File: config.mk
export PLATFORM = sky130hd
export DESIGN_NAME = hmx_top
export DESIGN_NICKNAME = d
export VERILOG_FILES = /design/src/hdl/hmx_pkg.sv /design/src/hdl/hmx_cmd_if.sv /design/src/hdl/hmx_top.sv /design/src/hdl/hmx_engine.sv
export SDC_FILE = /design/constraint.sdc
export NUM_CORES = 1
export LEC_CHECK = 0
export BUFFER_PORTS_ARGS = -buffer_cell sky130_fd_sc_hd__buf_2
export CORE_MARGIN = 2
export CORE_UTILIZATION = 35
export CTS_BUF_LIST = sky130_fd_sc_hd__clkbuf_4
export CTS_CLUSTER_SIZE = 28
export DETAILED_ROUTE_END_ITERATION = 8
export GPL_TIMING_DRIVEN = 0
export PLACE_DENSITY = 0.49
export SLEW_MARGIN = 0
export SYNTH_ARGS = -nofsm -noshare
export SYNTH_HDL_FRONTEND = slang
export SYNTH_SLANG_ARGS = --single-unit
File: constraint.sdc
create_clock -name CLK -period 1.89 [get_ports CLK]
set_input_delay 0.189 -clock CLK [delete_from_list [all_inputs] [get_ports CLK]]
set_output_delay 0.189 -clock CLK [all_outputs]
set_load 0.02 [all_outputs]
File: src/hdl/hmx_pkg.sv
// Purpose: Shared constants and types for the hex mux command controller
// Assumes: Command word is two bytes, status read is two bytes
// Notes: Bit positions of the mode flags are fixed here

package hmx_pkg;

  // ****************************************************************
  // Sizes
  // ****************************************************************
  localparam int NUM_MUX = 6;
  localparam int BYTE_BITS = 8;
  localparam logic [3:0] BIT_COUNT_FULL = 4'h8;

  // ****************************************************************
  // Slave address
  // ****************************************************************
  localparam logic [4:0] ADDR_UPPER = 5'h14;

  // ****************************************************************
  // Second command byte field positions
  // ****************************************************************
  localparam int LOAD_SWITCHES_FLAG_POS = 1;
  localparam int SOFT_RESET_LOW_FLAG_POS = 0;

  // ****************************************************************
  // First command byte fields and selector codes
  // ****************************************************************
  localparam int SWITCH_STATE_BIT_POS = 7;
  localparam logic [6:0] SEL_ALL_A = 7'h00;
  localparam logic [6:0] SEL_ALL_B = 7'h01;
  localparam logic [6:0] SEL_SINGLE_FIRST = 7'h02;
  localparam logic [6:0] SEL_DISABLE_FIRST = 7'h0e;
  localparam logic [6:0] SEL_ALL_DISABLE = 7'h1f;

  // ****************************************************************
  // Values after reset
  // ****************************************************************
  localparam logic [5:0] SWITCHES_RESET = 6'h00;
  localparam logic [7:0] BYTE_RESET = 8'h00;

  // ****************************************************************
  // Types
  // ****************************************************************
  typedef struct packed {
    logic [5:0] mask_a;
    logic [5:0] mask_b;
    logic [5:0] val_a;
    logic [5:0] val_b;
  } hmx_upd_t;

  typedef enum logic [2:0] {
    ST_IDLE = 3'h0,
    ST_ADDR = 3'h1,
    ST_ADDR_ACK = 3'h3,
    ST_WR_DATA = 3'h2,
    ST_WR_ACK = 3'h6,
    ST_RD_DATA = 3'h7,
    ST_RD_ACK = 3'h5,
    ST_SKIP = 3'h4
  } hmx_state_t;

endpackage : hmx_pkg

File: src/hdl/hmx_cmd_if.sv
// Purpose: Carrier between the serial front end and the switch engine
// Assumes: Single clock domain
// Notes: One-cycle command strobe, switch state returned as levels

`timescale 1ns/10ps

interface hmx_cmd_if;
  logic cmd_valid;
  logic [7:0] cmd_byte;
  logic [7:0] ctrl_byte;
  logic [5:0] sw_a;
  logic [5:0] sw_b;

  modport src (output cmd_valid, output cmd_byte, output ctrl_byte,
    input sw_a, input sw_b);
  modport dst (input cmd_valid, input cmd_byte, input ctrl_byte,
    output sw_a, output sw_b);
endinterface : hmx_cmd_if

File: src/hdl/hmx_top.sv
// Purpose: Serial slave front end for the hex 2:1 mux switch controller
// Assumes: SCL and SDA are slow against CLK and sampled by it
// Notes: Open-drain SDA, enable low while pulling the line low
//
// How it works
// Never both switches of one mux closed
// Later command to a switch replaces earlier
// Top bit is state; code 0 all A
// Code 1 drives all B switches
// Codes 2 to 13 single switches
// Codes 14 to 19 disable one mux
// Reserved codes change nothing; 31 off disables
// Commands queued until a load flagged write
// Load flag applies this command immediately
// Host flags only the last batch command
// Whole batch switches at one moment
// Power-up or reset flag low opens all
// Host keeps reset flag high normally
// Read returns two status bytes with acks
// Status bit one means switch closed
// Write word is command then control byte
// Address upper five fixed, two from pins

`timescale 1ns/10ps

module hmx_top (
  input wire logic CLK,
  input wire logic SRST,
  input wire logic SCL,
  input wire logic SDA_IN,
  output logic SDA_OUT,
  output logic SDA_OE_N,
  input wire logic ADDR_SELECT_HIGH_PIN,
  input wire logic ADDR_SELECT_LOW_PIN,
  output logic [5:0] SWITCH_A_ON,
  output logic [5:0] SWITCH_B_ON
);

  // ****************************************************************
  // Pin synchronisers
  // ****************************************************************
  logic scl_s1_q;
  logic scl_s2_q;
  logic scl_s3_q;
  logic sda_s1_q;
  logic sda_s2_q;
  logic sda_s3_q;
  logic [1:0] asel_s1_q;
  logic [1:0] asel_s2_q;

  always_ff @(posedge CLK) begin
    if (SRST) begin
      scl_s1_q <= 1'b1;
      scl_s2_q <= 1'b1;
      scl_s3_q <= 1'b1;
    end else begin
      scl_s1_q <= SCL;
      scl_s2_q <= scl_s1_q;
      scl_s3_q <= scl_s2_q;
    end
  end

  always_ff @(posedge CLK) begin
    if (SRST) begin
      sda_s1_q <= 1'b1;
      sda_s2_q <= 1'b1;
      sda_s3_q <= 1'b1;
    end else begin
      sda_s1_q <= SDA_IN;
      sda_s2_q <= sda_s1_q;
      sda_s3_q <= sda_s2_q;
    end
  end

  always_ff @(posedge CLK) begin
    if (SRST) begin
      asel_s1_q <= 2'h0;
      asel_s2_q <= 2'h0;
    end else begin
      asel_s1_q <= {ADDR_SELECT_HIGH_PIN, ADDR_SELECT_LOW_PIN};
      asel_s2_q <= asel_s1_q;
    end
  end

  // ****************************************************************
  // Bus events
  // ****************************************************************
  logic scl_rise;
  logic scl_fall;
  logic start_cond;
  logic stop_cond;
  logic [6:0] own_addr;

  assign scl_rise = scl_s2_q & ~scl_s3_q;
  assign scl_fall = ~scl_s2_q & scl_s3_q;
  assign start_cond = scl_s2_q & scl_s3_q & sda_s3_q & ~sda_s2_q;
  assign stop_cond = scl_s2_q & scl_s3_q & ~sda_s3_q & sda_s2_q;
  // fixed upper bits plus pins
  assign own_addr = {hmx_pkg::ADDR_UPPER, asel_s2_q};

  // ****************************************************************
  // Engine link
  // ****************************************************************
  hmx_cmd_if cmd_if ();

  hmx_engine u_engine (
    .clk(CLK),
    .srst(SRST),
    .cmd(cmd_if.dst)
  );

  // ****************************************************************
  // Protocol state
  // ****************************************************************
  hmx_pkg::hmx_state_t state_q;
  logic [3:0] bit_cnt_q;
  logic [7:0] shift_q;
  logic [7:0] tx_q;
  logic [7:0] tx_next;
  logic byte_idx_q;
  logic nack_q;
  logic [7:0] cmd_byte_q;
  logic [7:0] ctrl_byte_q;
  logic cmd_valid_q;
  logic [7:0] stat_hi_q;
  logic oe_n_q;

  assign tx_next = {tx_q[6:0], 1'b0};

  // Bit counting and shift-in on rising SCL
  always_ff @(posedge CLK) begin
    if (SRST || start_cond || stop_cond) begin
      bit_cnt_q <= 4'h0;
      shift_q <= hmx_pkg::BYTE_RESET;
    end else if (scl_fall && bit_cnt_q == hmx_pkg::BIT_COUNT_FULL) begin
      bit_cnt_q <= 4'h0;
    end else if (scl_rise && (state_q == hmx_pkg::ST_ADDR ||
        state_q == hmx_pkg::ST_WR_DATA ||
        state_q == hmx_pkg::ST_RD_DATA)) begin
      bit_cnt_q <= bit_cnt_q + 4'h1;
      shift_q <= {shift_q[6:0], sda_s2_q};
    end
  end

  // Master acknowledge during read
  always_ff @(posedge CLK) begin
    if (SRST) begin
      nack_q <= 1'b1;
    end else if (scl_rise && state_q == hmx_pkg::ST_RD_ACK) begin
      nack_q <= sda_s2_q;
    end
  end

  // Main sequencer
  always_ff @(posedge CLK) begin
    if (SRST || stop_cond) begin
      state_q <= hmx_pkg::ST_IDLE;
    end else if (start_cond) begin
      state_q <= hmx_pkg::ST_ADDR;
    end else if (scl_fall) begin
      case (state_q)
        hmx_pkg::ST_ADDR: begin
          if (bit_cnt_q == hmx_pkg::BIT_COUNT_FULL) begin
            state_q <= (shift_q[7:1] == own_addr) ?
              hmx_pkg::ST_ADDR_ACK : hmx_pkg::ST_SKIP;
          end
        end
        hmx_pkg::ST_ADDR_ACK: begin
          state_q <= shift_q[0] ? hmx_pkg::ST_RD_DATA : hmx_pkg::ST_WR_DATA;
        end
        hmx_pkg::ST_WR_DATA: begin
          if (bit_cnt_q == hmx_pkg::BIT_COUNT_FULL) begin
            state_q <= hmx_pkg::ST_WR_ACK;
          end
        end
        hmx_pkg::ST_WR_ACK: begin
          state_q <= hmx_pkg::ST_WR_DATA;
        end
        hmx_pkg::ST_RD_DATA: begin
          if (bit_cnt_q == hmx_pkg::BIT_COUNT_FULL) begin
            state_q <= hmx_pkg::ST_RD_ACK;
          end
        end
        hmx_pkg::ST_RD_ACK: begin
          state_q <= nack_q ? hmx_pkg::ST_SKIP : hmx_pkg::ST_RD_DATA;
        end
        default: begin
          state_q <= state_q;
        end
      endcase
    end
  end

  // command byte then control byte
  always_ff @(posedge CLK) begin
    if (SRST || start_cond) begin
      byte_idx_q <= 1'b0;
    end else if (scl_fall && bit_cnt_q == hmx_pkg::BIT_COUNT_FULL &&
        (state_q == hmx_pkg::ST_WR_DATA ||
        state_q == hmx_pkg::ST_RD_DATA)) begin
      byte_idx_q <= ~byte_idx_q;
    end
  end

  always_ff @(posedge CLK) begin
    if (SRST) begin
      cmd_byte_q <= hmx_pkg::BYTE_RESET;
      ctrl_byte_q <= hmx_pkg::BYTE_RESET;
    end else if (scl_fall && bit_cnt_q == hmx_pkg::BIT_COUNT_FULL &&
        state_q == hmx_pkg::ST_WR_DATA) begin
      if (byte_idx_q) begin
        ctrl_byte_q <= shift_q;
      end else begin
        cmd_byte_q <= shift_q;
      end
    end
  end

  // Strobe once the second byte is complete
  always_ff @(posedge CLK) begin
    if (SRST) begin
      cmd_valid_q <= 1'b0;
    end else begin
      cmd_valid_q <= scl_fall && bit_cnt_q == hmx_pkg::BIT_COUNT_FULL &&
        state_q == hmx_pkg::ST_WR_DATA && byte_idx_q;
    end
  end

  assign cmd_if.cmd_valid = cmd_valid_q;
  assign cmd_if.cmd_byte = cmd_byte_q;
  assign cmd_if.ctrl_byte = ctrl_byte_q;

  // ****************************************************************
  // Read data
  // ****************************************************************
  // one for closed switch
  always_ff @(posedge CLK) begin
    if (SRST) begin
      tx_q <= hmx_pkg::BYTE_RESET;
      stat_hi_q <= hmx_pkg::BYTE_RESET;
    end else if (scl_fall && state_q == hmx_pkg::ST_ADDR_ACK) begin
      tx_q <= {2'b00, cmd_if.sw_a};
      stat_hi_q <= {2'b00, cmd_if.sw_b};
    end else if (scl_fall && state_q == hmx_pkg::ST_RD_ACK) begin
      tx_q <= stat_hi_q;
    end else if (scl_fall && state_q == hmx_pkg::ST_RD_DATA) begin
      tx_q <= tx_next;
    end
  end

  // ****************************************************************
  // SDA drive
  // ****************************************************************
  // acks and two status bytes
  always_ff @(posedge CLK) begin
    if (SRST || start_cond || stop_cond) begin
      oe_n_q <= 1'b1;
    end else if (scl_fall) begin
      case (state_q)
        hmx_pkg::ST_ADDR: begin
          oe_n_q <= !(bit_cnt_q == hmx_pkg::BIT_COUNT_FULL &&
            shift_q[7:1] == own_addr);
        end
        hmx_pkg::ST_ADDR_ACK: begin
          // Read starts with the zero top bit of byte0
          oe_n_q <= !shift_q[0];
        end
        hmx_pkg::ST_WR_DATA: begin
          oe_n_q <= !(bit_cnt_q == hmx_pkg::BIT_COUNT_FULL);
        end
        hmx_pkg::ST_RD_DATA: begin
          oe_n_q <= (bit_cnt_q == hmx_pkg::BIT_COUNT_FULL) ? 1'b1 :
            tx_next[7];
        end
        hmx_pkg::ST_RD_ACK: begin
          oe_n_q <= nack_q ? 1'b1 : stat_hi_q[7];
        end
        default: begin
          oe_n_q <= 1'b1;
        end
      endcase
    end
  end

  always_ff @(posedge CLK) begin
    if (SRST) begin
      SDA_OUT <= 1'b0;
      SDA_OE_N <= 1'b1;
    end else begin
      SDA_OUT <= 1'b0;
      SDA_OE_N <= oe_n_q;
    end
  end

  // ****************************************************************
  // Switch outputs
  // ****************************************************************
  always_ff @(posedge CLK) begin
    if (SRST) begin
      SWITCH_A_ON <= hmx_pkg::SWITCHES_RESET;
      SWITCH_B_ON <= hmx_pkg::SWITCHES_RESET;
    end else begin
      SWITCH_A_ON <= cmd_if.sw_a;
      SWITCH_B_ON <= cmd_if.sw_b;
    end
  end

endmodule : hmx_top

File: src/hdl/hmx_engine.sv
// Purpose: Queues switch commands and applies them as one batch
// Assumes: Command strobe arrives once per complete two-byte word
// Notes: Holds the applied switch state in flip-flops

`timescale 1ns/10ps

module hmx_engine (
  input wire logic clk,
  input wire logic srst,
  hmx_cmd_if.dst cmd
);

  // ****************************************************************
  // Command decode
  // ****************************************************************
  function automatic hmx_pkg::hmx_upd_t decode_cmd(input logic [7:0] c);
    hmx_pkg::hmx_upd_t u;
    logic on;
    logic [6:0] sel;
    u = '0;
    on = c[hmx_pkg::SWITCH_STATE_BIT_POS];
    sel = c[6:0];
    // all A side
    if (sel == hmx_pkg::SEL_ALL_A) begin
      u.mask_a = 6'h3f;
      u.val_a = on ? 6'h3f : 6'h00;
      // closing A opens B
      u.mask_b = on ? 6'h3f : 6'h00;
    // all B side
    end else if (sel == hmx_pkg::SEL_ALL_B) begin
      u.mask_b = 6'h3f;
      u.val_b = on ? 6'h3f : 6'h00;
      u.mask_a = on ? 6'h3f : 6'h00;
    // disable all, reserved when set
    end else if (sel == hmx_pkg::SEL_ALL_DISABLE) begin
      if (!on) begin
        u.mask_a = 6'h3f;
        u.mask_b = 6'h3f;
      end
    end else begin
      for (int i = 0; i < hmx_pkg::NUM_MUX; i++) begin
        // single switch codes
        if (sel == 7'(hmx_pkg::SEL_SINGLE_FIRST + 2 * i)) begin
          u.mask_a[i] = 1'b1;
          u.val_a[i] = on;
          // partner opened
          u.mask_b[i] = on;
        end
        if (sel == 7'(hmx_pkg::SEL_SINGLE_FIRST + 2 * i + 1)) begin
          u.mask_b[i] = 1'b1;
          u.val_b[i] = on;
          u.mask_a[i] = on;
        end
        // disable one mux
        if (sel == 7'(hmx_pkg::SEL_DISABLE_FIRST + i)) begin
          u.mask_a[i] = 1'b1;
          u.mask_b[i] = 1'b1;
        end
      end
    end
    return u;
  endfunction : decode_cmd

  // ****************************************************************
  // Pending merge
  // ****************************************************************
  hmx_pkg::hmx_upd_t pend_q;
  hmx_pkg::hmx_upd_t pend_d;
  hmx_pkg::hmx_upd_t upd;
  logic [5:0] sw_a_q;
  logic [5:0] sw_b_q;
  logic load_switches_flag;
  logic rst_low;

  assign upd = decode_cmd(cmd.cmd_byte);
  assign load_switches_flag = cmd.ctrl_byte[hmx_pkg::LOAD_SWITCHES_FLAG_POS];
  assign rst_low = ~cmd.ctrl_byte[hmx_pkg::SOFT_RESET_LOW_FLAG_POS];

  // latest command wins
  always_comb begin
    pend_d.mask_a = pend_q.mask_a | upd.mask_a;
    pend_d.mask_b = pend_q.mask_b | upd.mask_b;
    pend_d.val_a = (pend_q.val_a & ~upd.mask_a) | (upd.val_a & upd.mask_a);
    pend_d.val_b = (pend_q.val_b & ~upd.mask_b) | (upd.val_b & upd.mask_b);
  end

  // queue until load
  always_ff @(posedge clk) begin
    if (srst) begin
      pend_q <= '0;
    end else if (cmd.cmd_valid) begin
      if (rst_low || load_switches_flag) begin
        pend_q <= '0;
      end else begin
        pend_q <= pend_d;
      end
    end
  end

  // power-up and soft reset open all
  always_ff @(posedge clk) begin
    if (srst) begin
      sw_a_q <= hmx_pkg::SWITCHES_RESET;
      sw_b_q <= hmx_pkg::SWITCHES_RESET;
    end else if (cmd.cmd_valid && rst_low) begin
      sw_a_q <= hmx_pkg::SWITCHES_RESET;
      sw_b_q <= hmx_pkg::SWITCHES_RESET;
    // batch applied at once
    end else if (cmd.cmd_valid && load_switches_flag) begin
      sw_a_q <= (sw_a_q & ~pend_d.mask_a) | (pend_d.val_a & pend_d.mask_a);
      sw_b_q <= (sw_b_q & ~pend_d.mask_b) | (pend_d.val_b & pend_d.mask_b);
    end
  end

  assign cmd.sw_a = sw_a_q;
  assign cmd.sw_b = sw_b_q;

endmodule : hmx_engine

# After elaboration in Yosys (flattened, before gate mapping)
# Cells that the tools add are included.
# word_totals
ff_bits	101
elab_cells	201
out_inout_bits	14
# classes
reduce_logical	37
n_mux	67
eq_ne	34
bitwise_logic	32
n_addsub	1
# ops
cell	n
7-bit by 4-bit equality test with 1-bit output, second input constant	8
6-bit AND	8
12-bit two-way mux	4
1-bit two-way mux	46
6-bit OR	6
7-bit by 5-bit equality test with 1-bit output, second input constant	5
6-bit two-way mux	5
7-bit by 3-bit equality test with 1-bit output, second input constant	4
24-bit two-way mux	1
6-bit NOT	4
18-bit two-way mux	1
3-bit one-hot mux with 6 select lines	1
3-bit two-way mux	5
7-bit by 2-bit equality test with 1-bit output, second input constant	2
7-bit two-way mux	2
1-bit logical AND	12
5-bit AND reduction	2
3-bit equality test, second input constant	3
3-bit by 2-bit inequality test with 1-bit output, second input constant	3
2-bit OR reduction	4
1-bit AND	7
7-bit by 1-bit equality test with 1-bit output, second input constant	1
7-bit equality test	1
7-bit logical NOT	1
other kinds (15)	35

# Longest topological paths before layout
# Gate-level depths: netlist of run 1.
# depth
depth_word	12
ltp_mapped	8
ltp_nobuf	7

# Modules after synthesis
# A second synthesis of run 1 with hierarchy kept.
# hier_totals
hier_cells	586
hier_area_um2	5014.8
# by_module_without_submodules
mod	cells_each	instances	area_each_um2
hmx_top	296	1	2830.2
hmx_engine	290	1	2184.6

# Worst setup path after synthesis of run 1
# No wires, ideal clock.
# synth_path
path_type	flip-flop to flip-flop
startpoint	reg cmd_byte_q[6]
endpoint	reg with a tool-made name
slack_ns	0.057
required_ns	1.817
setup_time_ns	0.073
stages_incl_launch_ff	9
period_less_slack_ns	1.833
t_arrival_ns	1.760
cell_sequence	dfxtp_1 > buf_6 > and4bb_4 > and3_4 > buf_6 > or2_1 > buf_6 > o32a_1 > nor3_2
# synth_lines
element	line_no	source
from (decl)	hmx_top.sv:122	logic [7:0] cmd_byte_q;
from (signal assigned)	hmx_top.sv:207	cmd_byte_q <= hmx_pkg::BYTE_RESET;
from (signal assigned)	hmx_top.sv:214	cmd_byte_q <= shift_q;

==> results_dict.tcl, run 1 <==
set metrics [dict create \
    outcome "finished clean" \
    met3_usage 0.0505 \
    gp_congestion 0.939 \
    slew_headroom 0.561 \
    netlist.area_leader.share 0.426 \
    cts.path.max_buffers 2 \
    grt_pass1_wl_um 21600 \
    synth_edf_count 0 \
    slew_violations 0 \
    hold_path.class "primary input to flip-flop" \
    critPathRequiredTime_ns 2.27 \
    worstMarginPinSlew_ns 0.659 \
    drc 0 \
    yosysWarningCount 0 \
    grt_max_degree 19 \
    dp_hpwl_um 9660 \
    slowest_delay_ns 0.57 \
    startpoint_type "flip-flop" \
    final.setup_skew_ns 0.0189 \
    clk_pin_slew_worst_paths_ns 0.17 \
    start_util 0.358 \
    ios 20 \
    synth.distinct_cells 68 \
    synthTopCellsByArea "dfxtp_1 43%, mux2i_1 5.3%, nor2_1 4.3%" \
    grt_pass1_vias 3992 \
    vias_per_cell 5.52 \
    netlist_area_sq_mm 0.00475 \
    worstHoldPathCells 3 \
    routed_wl_um 13600 \
    power.density_mw_per_mm2 596 \
    clock_latency_ns 0.49 \
    drtIter0Drc 375 \
    syn_nets 560 \
    grt_util_all_layers 0.192 \
    synthFlopType "dfxtp_1" \
    finalPower_w 0.00332 \
    worstPathArrival_ns 2.24 \
    peakVddDrop_mv 0.323 \
    critPathCaptureType "flip-flop" \
    avgSynthCellArea_sq_um 8.60 \
    overflow 0 \
    dieArea_sq_mm 0.0145 \
    antenna_found_initial 1 \
    root_buffer "clkbuf_4" \
    clock-sinks 101 \
    cap_viol_max_count 0 \
    num_rows 42 \
    setup_viol 0 \
    ant_nets 0 \
    die_h_um 120 \
    synth-seq-cells 101 \
    cts_max_level 3 \
    portBuffers 17 \
    syn2layout_area_growth_pct 17.3 \
    path_class "flip-flop to flip-flop" \
    core-area_sq_mm 0.0132 \
    slowest_stage "or4_4" \
    post-route-min-period_ns 1.85 \
    yosysTopAreaCell "dfxtp_1" \
    p_leak_nw 2.03 \
    crit_fanout 5 \
    post-route-period-util 0.980 \
    via_count 4268 \
    report.final.hold_viol_count 0 \
    grt_util_met2 0.306 \
    cts_tree "done" \
    cts-buffers-inserted 9 \
    die_w_um 120 \
    grt_use_met1 0.254 \
    crit_chain "buf_8 -> or4_4 -> o311ai_4 -> o221ai_1 -> o2111a_1" \
    busiest_layer "met2" \
    syn_inst 552 \
    async_flop_share 0 \
    reg2regPathDepth 5 \
    fmax_mhz 540 \
    wl_per_cell_um 17.7 \
    synth_seq_area_share 0.426 \
    fin_nets 599 \
    drt_first_pass_iters 5 \
    drive_gt1_frac 0.208 \
    tns_ns 0 \
]
-- cells by family (layout without fill, tap and decap cells) --
family,after synthesis,after routing,share of synthesized area
other,1,2,0.000790
xor gates and xnor gates,13,13,0.0240
muxes,26,26,0.0551
DFF,101,101,0.426
buffers and inverters,60,104,0.0564
AOI/OAI and AO/OA,133,133,0.195
and+or+nand+nor,216,216,0.238
adders and majority gates,2,2,0.00527
-- final timing paths --
path / endpoint / slack, ns / startpoint
setup / recovery: flip-flop / 0.04 / cmd_byte_q[6]
hold / removal: nack_q / 0.34 / SRST
setup reg to reg: flip-flop / 0.04 / cmd_byte_q[6]
hold reg to reg: scl_s2_q / 0.44 / scl_s1_q
-- cells in the mapped netlist (3+ instances only) --
master     count
dfxtp_1      101
nor2_1        55
nand2_1       47
a21oi_1       27
clkbuf_1      26
o21ai_0       26
mux2i_1       25
nor2b_1       22
inv_1         21
nand3_1       19
nor3_1        15
or2_2          9
a31oi_1        8
o22ai_1        7
xor2_1         7
a221oi_1       6
a22oi_1        6
a32oi_1        6
nand2b_1       6
nor4_1         6
xnor2_1        6
a211oi_1       5
nor4b_1        5
o211ai_1       5
or3_1          5
a32o_1         4
and2_1         4
and3_1         4
buf_2          4
buf_6          4
o2bb2ai_1      4
a22o_1         3
buf_1          3
nand3b_1       3
nand4_1        3
o221ai_1       3
-- through the flow --
| step | instances | util | setup slack, ns | hold WS, ns | cell area (sq um) |
|---|---|---|---|---|---|
| 6_report | 773 | 0.421 | 0.0373 | 0.339 | 5570 |
| 5_1_grt | 773 | 0.421 | -0.0381 | 0.368 | 5570 |
| 4_1_cts | 767 | 0.408 | -0.00413 | 0.308 | 5400 |
| 3_5_place_dp | 745 | 0.382 | -0.436 | 0.374 | 5050 |
| 3_3_place_gp | 745 | 0.382 | -0.372 | 0.374 | 5050 |
| 2_1_floorplan | 552 | - | 0.0573 | 0.293 | 4750 |
-- layout make-up --
type                    instances  area, sq um
clock buffers                   9         67.6
diodes                          1         2.50
well taps                     176          220
repair buffers                 36          275
clock inverters                 7         55.1
multi-input cells             391         2650
plain buffers                  31          181
fillers                      1403         7670
inverters                      21         78.8
flip-flops and latches        101         2030
-- timing repair --
action | 4_1_cts | 5_1_grt
setup endpoints to repair | 66 | 50
pin swaps | 3 | 18
cloned | 0 | 1
buffers inserted | 6 | 8
hold endpoints to repair | 4 | 0
hold buffers | 4 | 0
resized for setup | 42 | 40
-- per-layer routing --
metal,vias up,wire length (um)
met5,-,0
met3,31,880
met2,147,6290
met4,0,330
met1,2025,6140
li1,2065,-
-- power by group --
part           internal (W)  total (W)  switching [W]
clock network      0.000284    0.00106       0.000772
registers           0.00214    0.00215      0.0000108
logic             0.0000375   0.000114      0.0000765
total               0.00246    0.00332       0.000859
-- cell usage in the layout (no fill, tap or decap), types with 12 or more instances in the layout --
master	netlist	final
a21oi_1	27	27
buf_2	4	19
buf_4	2	15
clkbuf_4	0	12
dfxtp_1	101	93
inv_1	21	21
mux2i_1	25	24
nand2_1	47	44
nand3_1	19	17
nor2_1	55	52
nor2b_1	22	21
nor3_1	15	13
o21ai_0	26	24
-- critical path: cells and delay by family (launching register included) --
kind	cells	cell delay (ns)
AOI/OAI and AO/OA	3	0.68
DFF	1	0.39
and+or+nand+nor	1	0.57
buffers and inverters	1	0.13
(Power assumes the default switching activity.)
==> inputs of run 2 (changes only) <==
--- a/config.mk
+++ b/config.mk
@@ -7,12 +7,12 @@
 export LEC_CHECK = 0
 export BUFFER_PORTS_ARGS = -buffer_cell sky130_fd_sc_hd__buf_2
 export CORE_MARGIN = 2
-export CORE_UTILIZATION = 35
+export CORE_UTILIZATION = 50
 export CTS_BUF_LIST = sky130_fd_sc_hd__clkbuf_4
 export CTS_CLUSTER_SIZE = 28
 export DETAILED_ROUTE_END_ITERATION = 8
 export GPL_TIMING_DRIVEN = 0
-export PLACE_DENSITY = 0.49
+export PLACE_DENSITY = 0.72
 export SLEW_MARGIN = 0
 export SYNTH_ARGS = -nofsm -noshare
 export SYNTH_HDL_FRONTEND = slang
==> run 2 against run 1 <==
- via count increased by 2.6%
- the run now ends with DRC left
- highest routed layer unchanged
- count of clock-buffer cells in the layout unchanged
- flip-flop and latch count unchanged
- cell count down 5.7%
- sequential share of layout area barely moved
- largest power group unchanged
- clock skew is 0.0023 ns higher
- critical path type unchanged
==> results_dict.tcl, run 2 (synthesis results as in run 1) <==
set metrics [dict create \
    rsz0062_at_grt "yes" \
    via_count 4381 \
    power.density_mw_per_mm2 616 \
    grt_use_met1 0.331 \
    num-fill-cells 795 \
    report.final.hold_viol_count 0 \
    root_buffer "clkbuf_4" \
    slowest_stage "or4_4" \
    peakVddDrop_mv 0.318 \
    startpoint_type "flip-flop" \
    final_common_cell "dfxtp_1" \
    drc 2 \
    outcome "finished with violations" \
    die_w_um 101 \
    grt_max_degree 19 \
    post-route-period-util 0.982 \
    cts.path.max_buffers 2 \
    ios 20 \
    clock_latency_ns 0.45 \
    crit_fanout 10 \
    overflow 0 \
    met3_usage 0.0538 \
    finalPower_w 0.00343 \
    portBuffers 17 \
    crit_chain "buf_6 -> or4_4 -> nor3_4 -> a32oi_2 -> a32oi_1 -> nor3_1" \
    dieArea_sq_mm 0.0103 \
    routed_wl_um 12700 \
    timing.hold.ws_ns 0.384 \
    grt_util_met2 0.398 \
    cts-buffers-inserted 9 \
    critPathCaptureType "flip-flop" \
    dp.cells 698 \
    utilization 0.604 \
    antenna_found_initial 0 \
    post-route-min-period_ns 1.86 \
    drtIter0Drc 346 \
    cap_viol_max_count 0 \
    p_leak_nw 2.04 \
    cts_max_level 3 \
    drive_gt1_frac 0.222 \
    syn2layout_area_growth_pct 17.5 \
    slew_headroom 0.591 \
    hold_path.class "primary input to flip-flop" \
    path_class "flip-flop to flip-flop" \
    final.setup_skew_ns 0.0212 \
    setup_viol 0 \
    grt_pass1_wl_um 20200 \
    worstPathArrival_ns 2.20 \
    cts_tree "done" \
    grt_util_all_layers 0.250 \
    grt_pass1_vias 4065 \
    vias_per_cell 6.01 \
    worstMarginPinSlew_ns 0.614 \
    critPathRequiredTime_ns 2.23 \
    dp_hpwl_um 8920 \
    critical_path_buf_inv_count 1 \
    gp_congestion 0.926 \
    drt_first_pass_iters 9 \
    layout_common_cells "93 x dfxtp_1, 51 x nor2_1, 45 x nand2_1, 26 x a21oi_1, 25 x mux2i_1" \
    slowest_delay_ns 0.56 \
    die_h_um 101 \
    slew_violations 0 \
    busiest_layer "met2" \
    clk_pin_slew_worst_paths_ns 0.15 \
    fin_nets 602 \
    critPathTopFamily "simple AND/OR/NAND/NOR gates" \
    failed_checks "DRC" \
    num_rows 35 \
    fmax_mhz 539 \
    ant_nets 0 \
    start_util 0.514 \
    layout.cells.non_filler 729 \
    wl_per_cell_um 17.4 \
    clock-sinks 101 \
    core-area_sq_mm 0.00924 \
]
==> run 2: changes by cell type in the layout (fill, tap and decap cells not counted), moves of 2 or more <==
cell / delta
buf_6: +3
inv_6: -3
inv_8: +2
nand3_1: +2
nand3_2: -2
nor4_2: +2
==> run 2: worst paths after layout <==
path               endpoint  slack, ns  depth (start not counted)     startpoint
setup / recovery  flip-flop       0.03                          6  cmd_byte_q[4]
hold / removal       nack_q       0.38                          3           SRST
setup reg to reg  flip-flop       0.03                          6  cmd_byte_q[4]
hold reg to reg    sda_s2_q       0.43                          1       sda_s1_q
==> run 2: routing by layer <==
layer | wire, um | share of wire | up-vias
met5 | 0 | 0 | -
met3 | 958 | 0.076 | 22
met1 | 5490 | 0.43 | 2087
met2 | 5990 | 0.47 | 201
met4 | 232 | 0.018 | 0
li1 | - | - | 2071
==> run 2: stage by stage <==
| step | setup WS [ns] | cell area (sq um) | setup TNS, ns |
|---|---|---|---|
| floorplan | 0.0573 | 4750 | 0 |
| global placement | -0.316 | 4990 | -6.67 |
| detailed placement | -0.347 | 4990 | -8.00 |
| CTS | -0.00316 | 5360 | -0.00316 |
| global route | -0.0300 | 5570 | -0.0775 |
| finish | 0.0345 | 5580 | 0 |
==> run 2: timing repair <==
| item | 4_1_cts | 5_1_grt |
|---|---|---|
| buffers inserted | 7 | 10 |
| pin swaps | 6 | 19 |
| setup endpoints to repair | 68 | 65 |
| hold buffers | 4 | 0 |
| hold endpoints to repair | 4 | 0 |
| gates resized for setup | 38 | 52 |
==> run 2: where the power goes <==
part           switching, W  internal (W)  leakage (nW)  total, W
registers         0.0000108       0.00214         0.819   0.00215
logic             0.0000750     0.0000382          1.14  0.000113
clock network      0.000746      0.000424        0.0799   0.00117
total              0.000832       0.00260          2.04   0.00343
==> run 2: area by class of cell <==
cell class,instances,area (sq um),share of cell area
inverters,21,78.8,0.0141
flip-flops and latches,101,2030,0.365
clock inverters,7,82.6,0.0148
well taps,129,161,0.0289
diodes,1,2.50,0.000449
repair buffers,38,277,0.0496
multi-input cells,391,2680,0.480
plain buffers,32,198,0.0354
clock buffers,9,67.6,0.0121
==> run 2: tightest hold or removal path, stage by stage <==
cell,delay [ns]
clkbuf_1,0.25
inv_1,0.23
o211ai_1,0.11
==> inputs of run 3 (changes only) <==
--- a/config.mk
+++ b/config.mk
@@ -12,7 +12,8 @@
 export CTS_CLUSTER_SIZE = 28
 export DETAILED_ROUTE_END_ITERATION = 8
 export GPL_TIMING_DRIVEN = 0
-export PLACE_DENSITY = 0.72
+export PLACE_DENSITY = 0.76
+export SETUP_SLACK_MARGIN = 0.5
 export SLEW_MARGIN = 0
 export SYNTH_ARGS = -nofsm -noshare
 export SYNTH_HDL_FRONTEND = slang
==> run 3 against run 2 <==
- the flow finishes with violations (setup timing)
- critical path depth is 1 higher
- clock power is 4% lower
- non-clock buffer count up 52
- sequential power about the same
- via count rose by 12%
- utilization rose by 14 points
- combinational power grew 54%
- clock skew up 0.0045 ns
- maximum frequency decreased by 3.7%
- count of clock-buffer cells in the layout is the same
- cell count is 7.1% higher
==> results_dict.tcl, run 3 (synthesis results as in run 1) <==
set metrics [dict create \
    outcome "finished with violations" \
    failed_checks "setup timing" \
    crit_fanout 6 \
    cap_viol_max_count 0 \
    ant_nets 0 \
    critPathTopFamily "simple AND/OR/NAND/NOR gates" \
    fin_nets 654 \
    drc 0 \
    rsz0062_at_grt "yes" \
    critical_path_buf_inv_count 2 \
    p_leak_nw 2.62 \
    tns_ns -0.0361 \
    drive_gt1_frac 0.427 \
    gp_congestion 0.992 \
    r2r_setup_slack_ns -0.04 \
    clk_pin_slew_worst_paths_ns 0.18 \
    post-route-min-period_ns 1.93 \
    final_common_cell "dfxtp_1" \
    die_w_um 101 \
    dp_hpwl_um 8940 \
    slew_violations 0 \
    clock-sinks 101 \
    portBuffers 17 \
    ios 20 \
    final.setup_skew_ns 0.0258 \
    die_h_um 101 \
    num_rows 35 \
    cts_tree "done" \
    report.final.hold_viol_count 0 \
    layout_common_cells "86 x dfxtp_1, 49 x buf_4, 47 x nor2_1, 30 x nand2_1, 22 x mux2i_1" \
    drt_first_pass_iters 5 \
    setup_viol 1 \
    grt_pass1_wl_um 22900 \
    cts_max_level 3 \
    routed_wl_um 16400 \
    slowest_stage "dfxtp_4" \
    power.density_mw_per_mm2 503 \
    overflow 0 \
    root_buffer "clkbuf_4" \
    wl_per_cell_um 21.0 \
    core-area_sq_mm 0.00924 \
    startpoint_type "flip-flop" \
    cts-buffers-inserted 9 \
    clock_latency_ns 0.48 \
    start_util 0.514 \
    worstMarginPinSlew_ns 0.659 \
    via_count 4897 \
    peakVddDrop_mv 0.397 \
    dieArea_sq_mm 0.0103 \
    critPathCaptureType "flip-flop" \
    drtIter0Drc 441 \
    syn2layout_area_growth_pct 44.0 \
    cts.path.max_buffers 2 \
    slowest_delay_ns 0.40 \
    crit_chain "buf_12 -> nor4_4 -> and3_4 -> or2_1 -> buf_6 -> o32ai_2 -> a32o_1" \
    timing.final.ws_setup_ns -0.0361 \
    worstPathArrival_ns 2.31 \
    grt_util_all_layers 0.288 \
    hold_path.class "primary input to flip-flop" \
    critPathRequiredTime_ns 2.27 \
    fmax_mhz 519 \
    path_class "flip-flop to flip-flop" \
    vias_per_cell 6.27 \
    slew_headroom 0.561 \
    grt_max_degree 20 \
    post-route-period-util 1.02 \
    pre_cts_ws_ns -0.146 \
    num-fill-cells 596 \
    antenna_found_initial 0 \
    grt_pass1_vias 4510 \
]
==> run 3: worst paths after layout <==
kind              cells after the start          start                  to
setup / recovery                      7  cmd_byte_q[4]  u_engine.pend_q[8]
hold / removal                        3           SRST              nack_q
setup reg to reg                      7  cmd_byte_q[4]  u_engine.pend_q[8]
hold reg to reg                       1       sda_s1_q            sda_s2_q
==> run 3: cell type report <==
| type | count | area, sq um | share of cell area |
|---|---|---|---|
| inverters | 21 | 81.3 | 0.0119 |
| diodes | 1 | 2.50 | 0.000366 |
| repair buffers | 83 | 702 | 0.103 |
| well taps | 129 | 161 | 0.0236 |
| multi-input cells | 391 | 3320 | 0.485 |
| clock buffers | 9 | 67.6 | 0.00988 |
| plain buffers | 39 | 393 | 0.0575 |
| flip-flops and latches | 101 | 2050 | 0.300 |
| clock inverters | 7 | 65.1 | 0.00952 |
==> run 3: timing repair <==
| action | 4_1_cts | 5_1_grt |
|---|---|---|
| pin swaps | 37 | 60 |
| hold endpoints to repair | 4 | 0 |
| buffers inserted | 38 | 20 |
| gates cloned | 3 | 1 |
| setup endpoints to repair | 77 | 78 |
| hold buffers | 4 | 0 |
| gates resized for setup | 116 | 122 |
==> run 3: where the power goes <==
group	internal, W	switching (W)	total (W)
sequential	0.00214	0.00000638	0.00214
combinational	0.0000683	0.000106	0.000174
clock	0.000304	0.000817	0.00112
total	0.00251	0.000929	0.00344
==> run 3: per-layer routing <==
metal,share of wire,GRT usage,vias to the layer above
li1,-,-,2171
met4,0.039,0.125,0
met5,0,0,-
met3,0.072,0.0738,77
met1,0.40,0.351,2371
met2,0.49,0.479,278
==> run 3: stage by stage <==
step / cell area, sq um / std cells / total power (W) / util / hold slack, ns
2_1_floorplan: 4920 / 552 / 0.00227 / - / 0.293
3_3_place_gp: 5170 / 698 / 0.00230 / 0.559 / 0.374
3_5_place_dp: 5170 / 698 / 0.00230 / 0.559 / 0.377
4_1_cts: 6130 / 759 / 0.00340 / 0.663 / 0.336
5_1_grt: 6830 / 780 / 0.00353 / 0.740 / 0.406
6_report: 6840 / 781 / 0.00344 / 0.740 / 0.389
==> run 3: worst min-delay path: cells and delay by family <==
family                 cells  cell delay [ns]
AO/OA/AOI/OAI              1             0.11
buffers and inverters      2             0.53
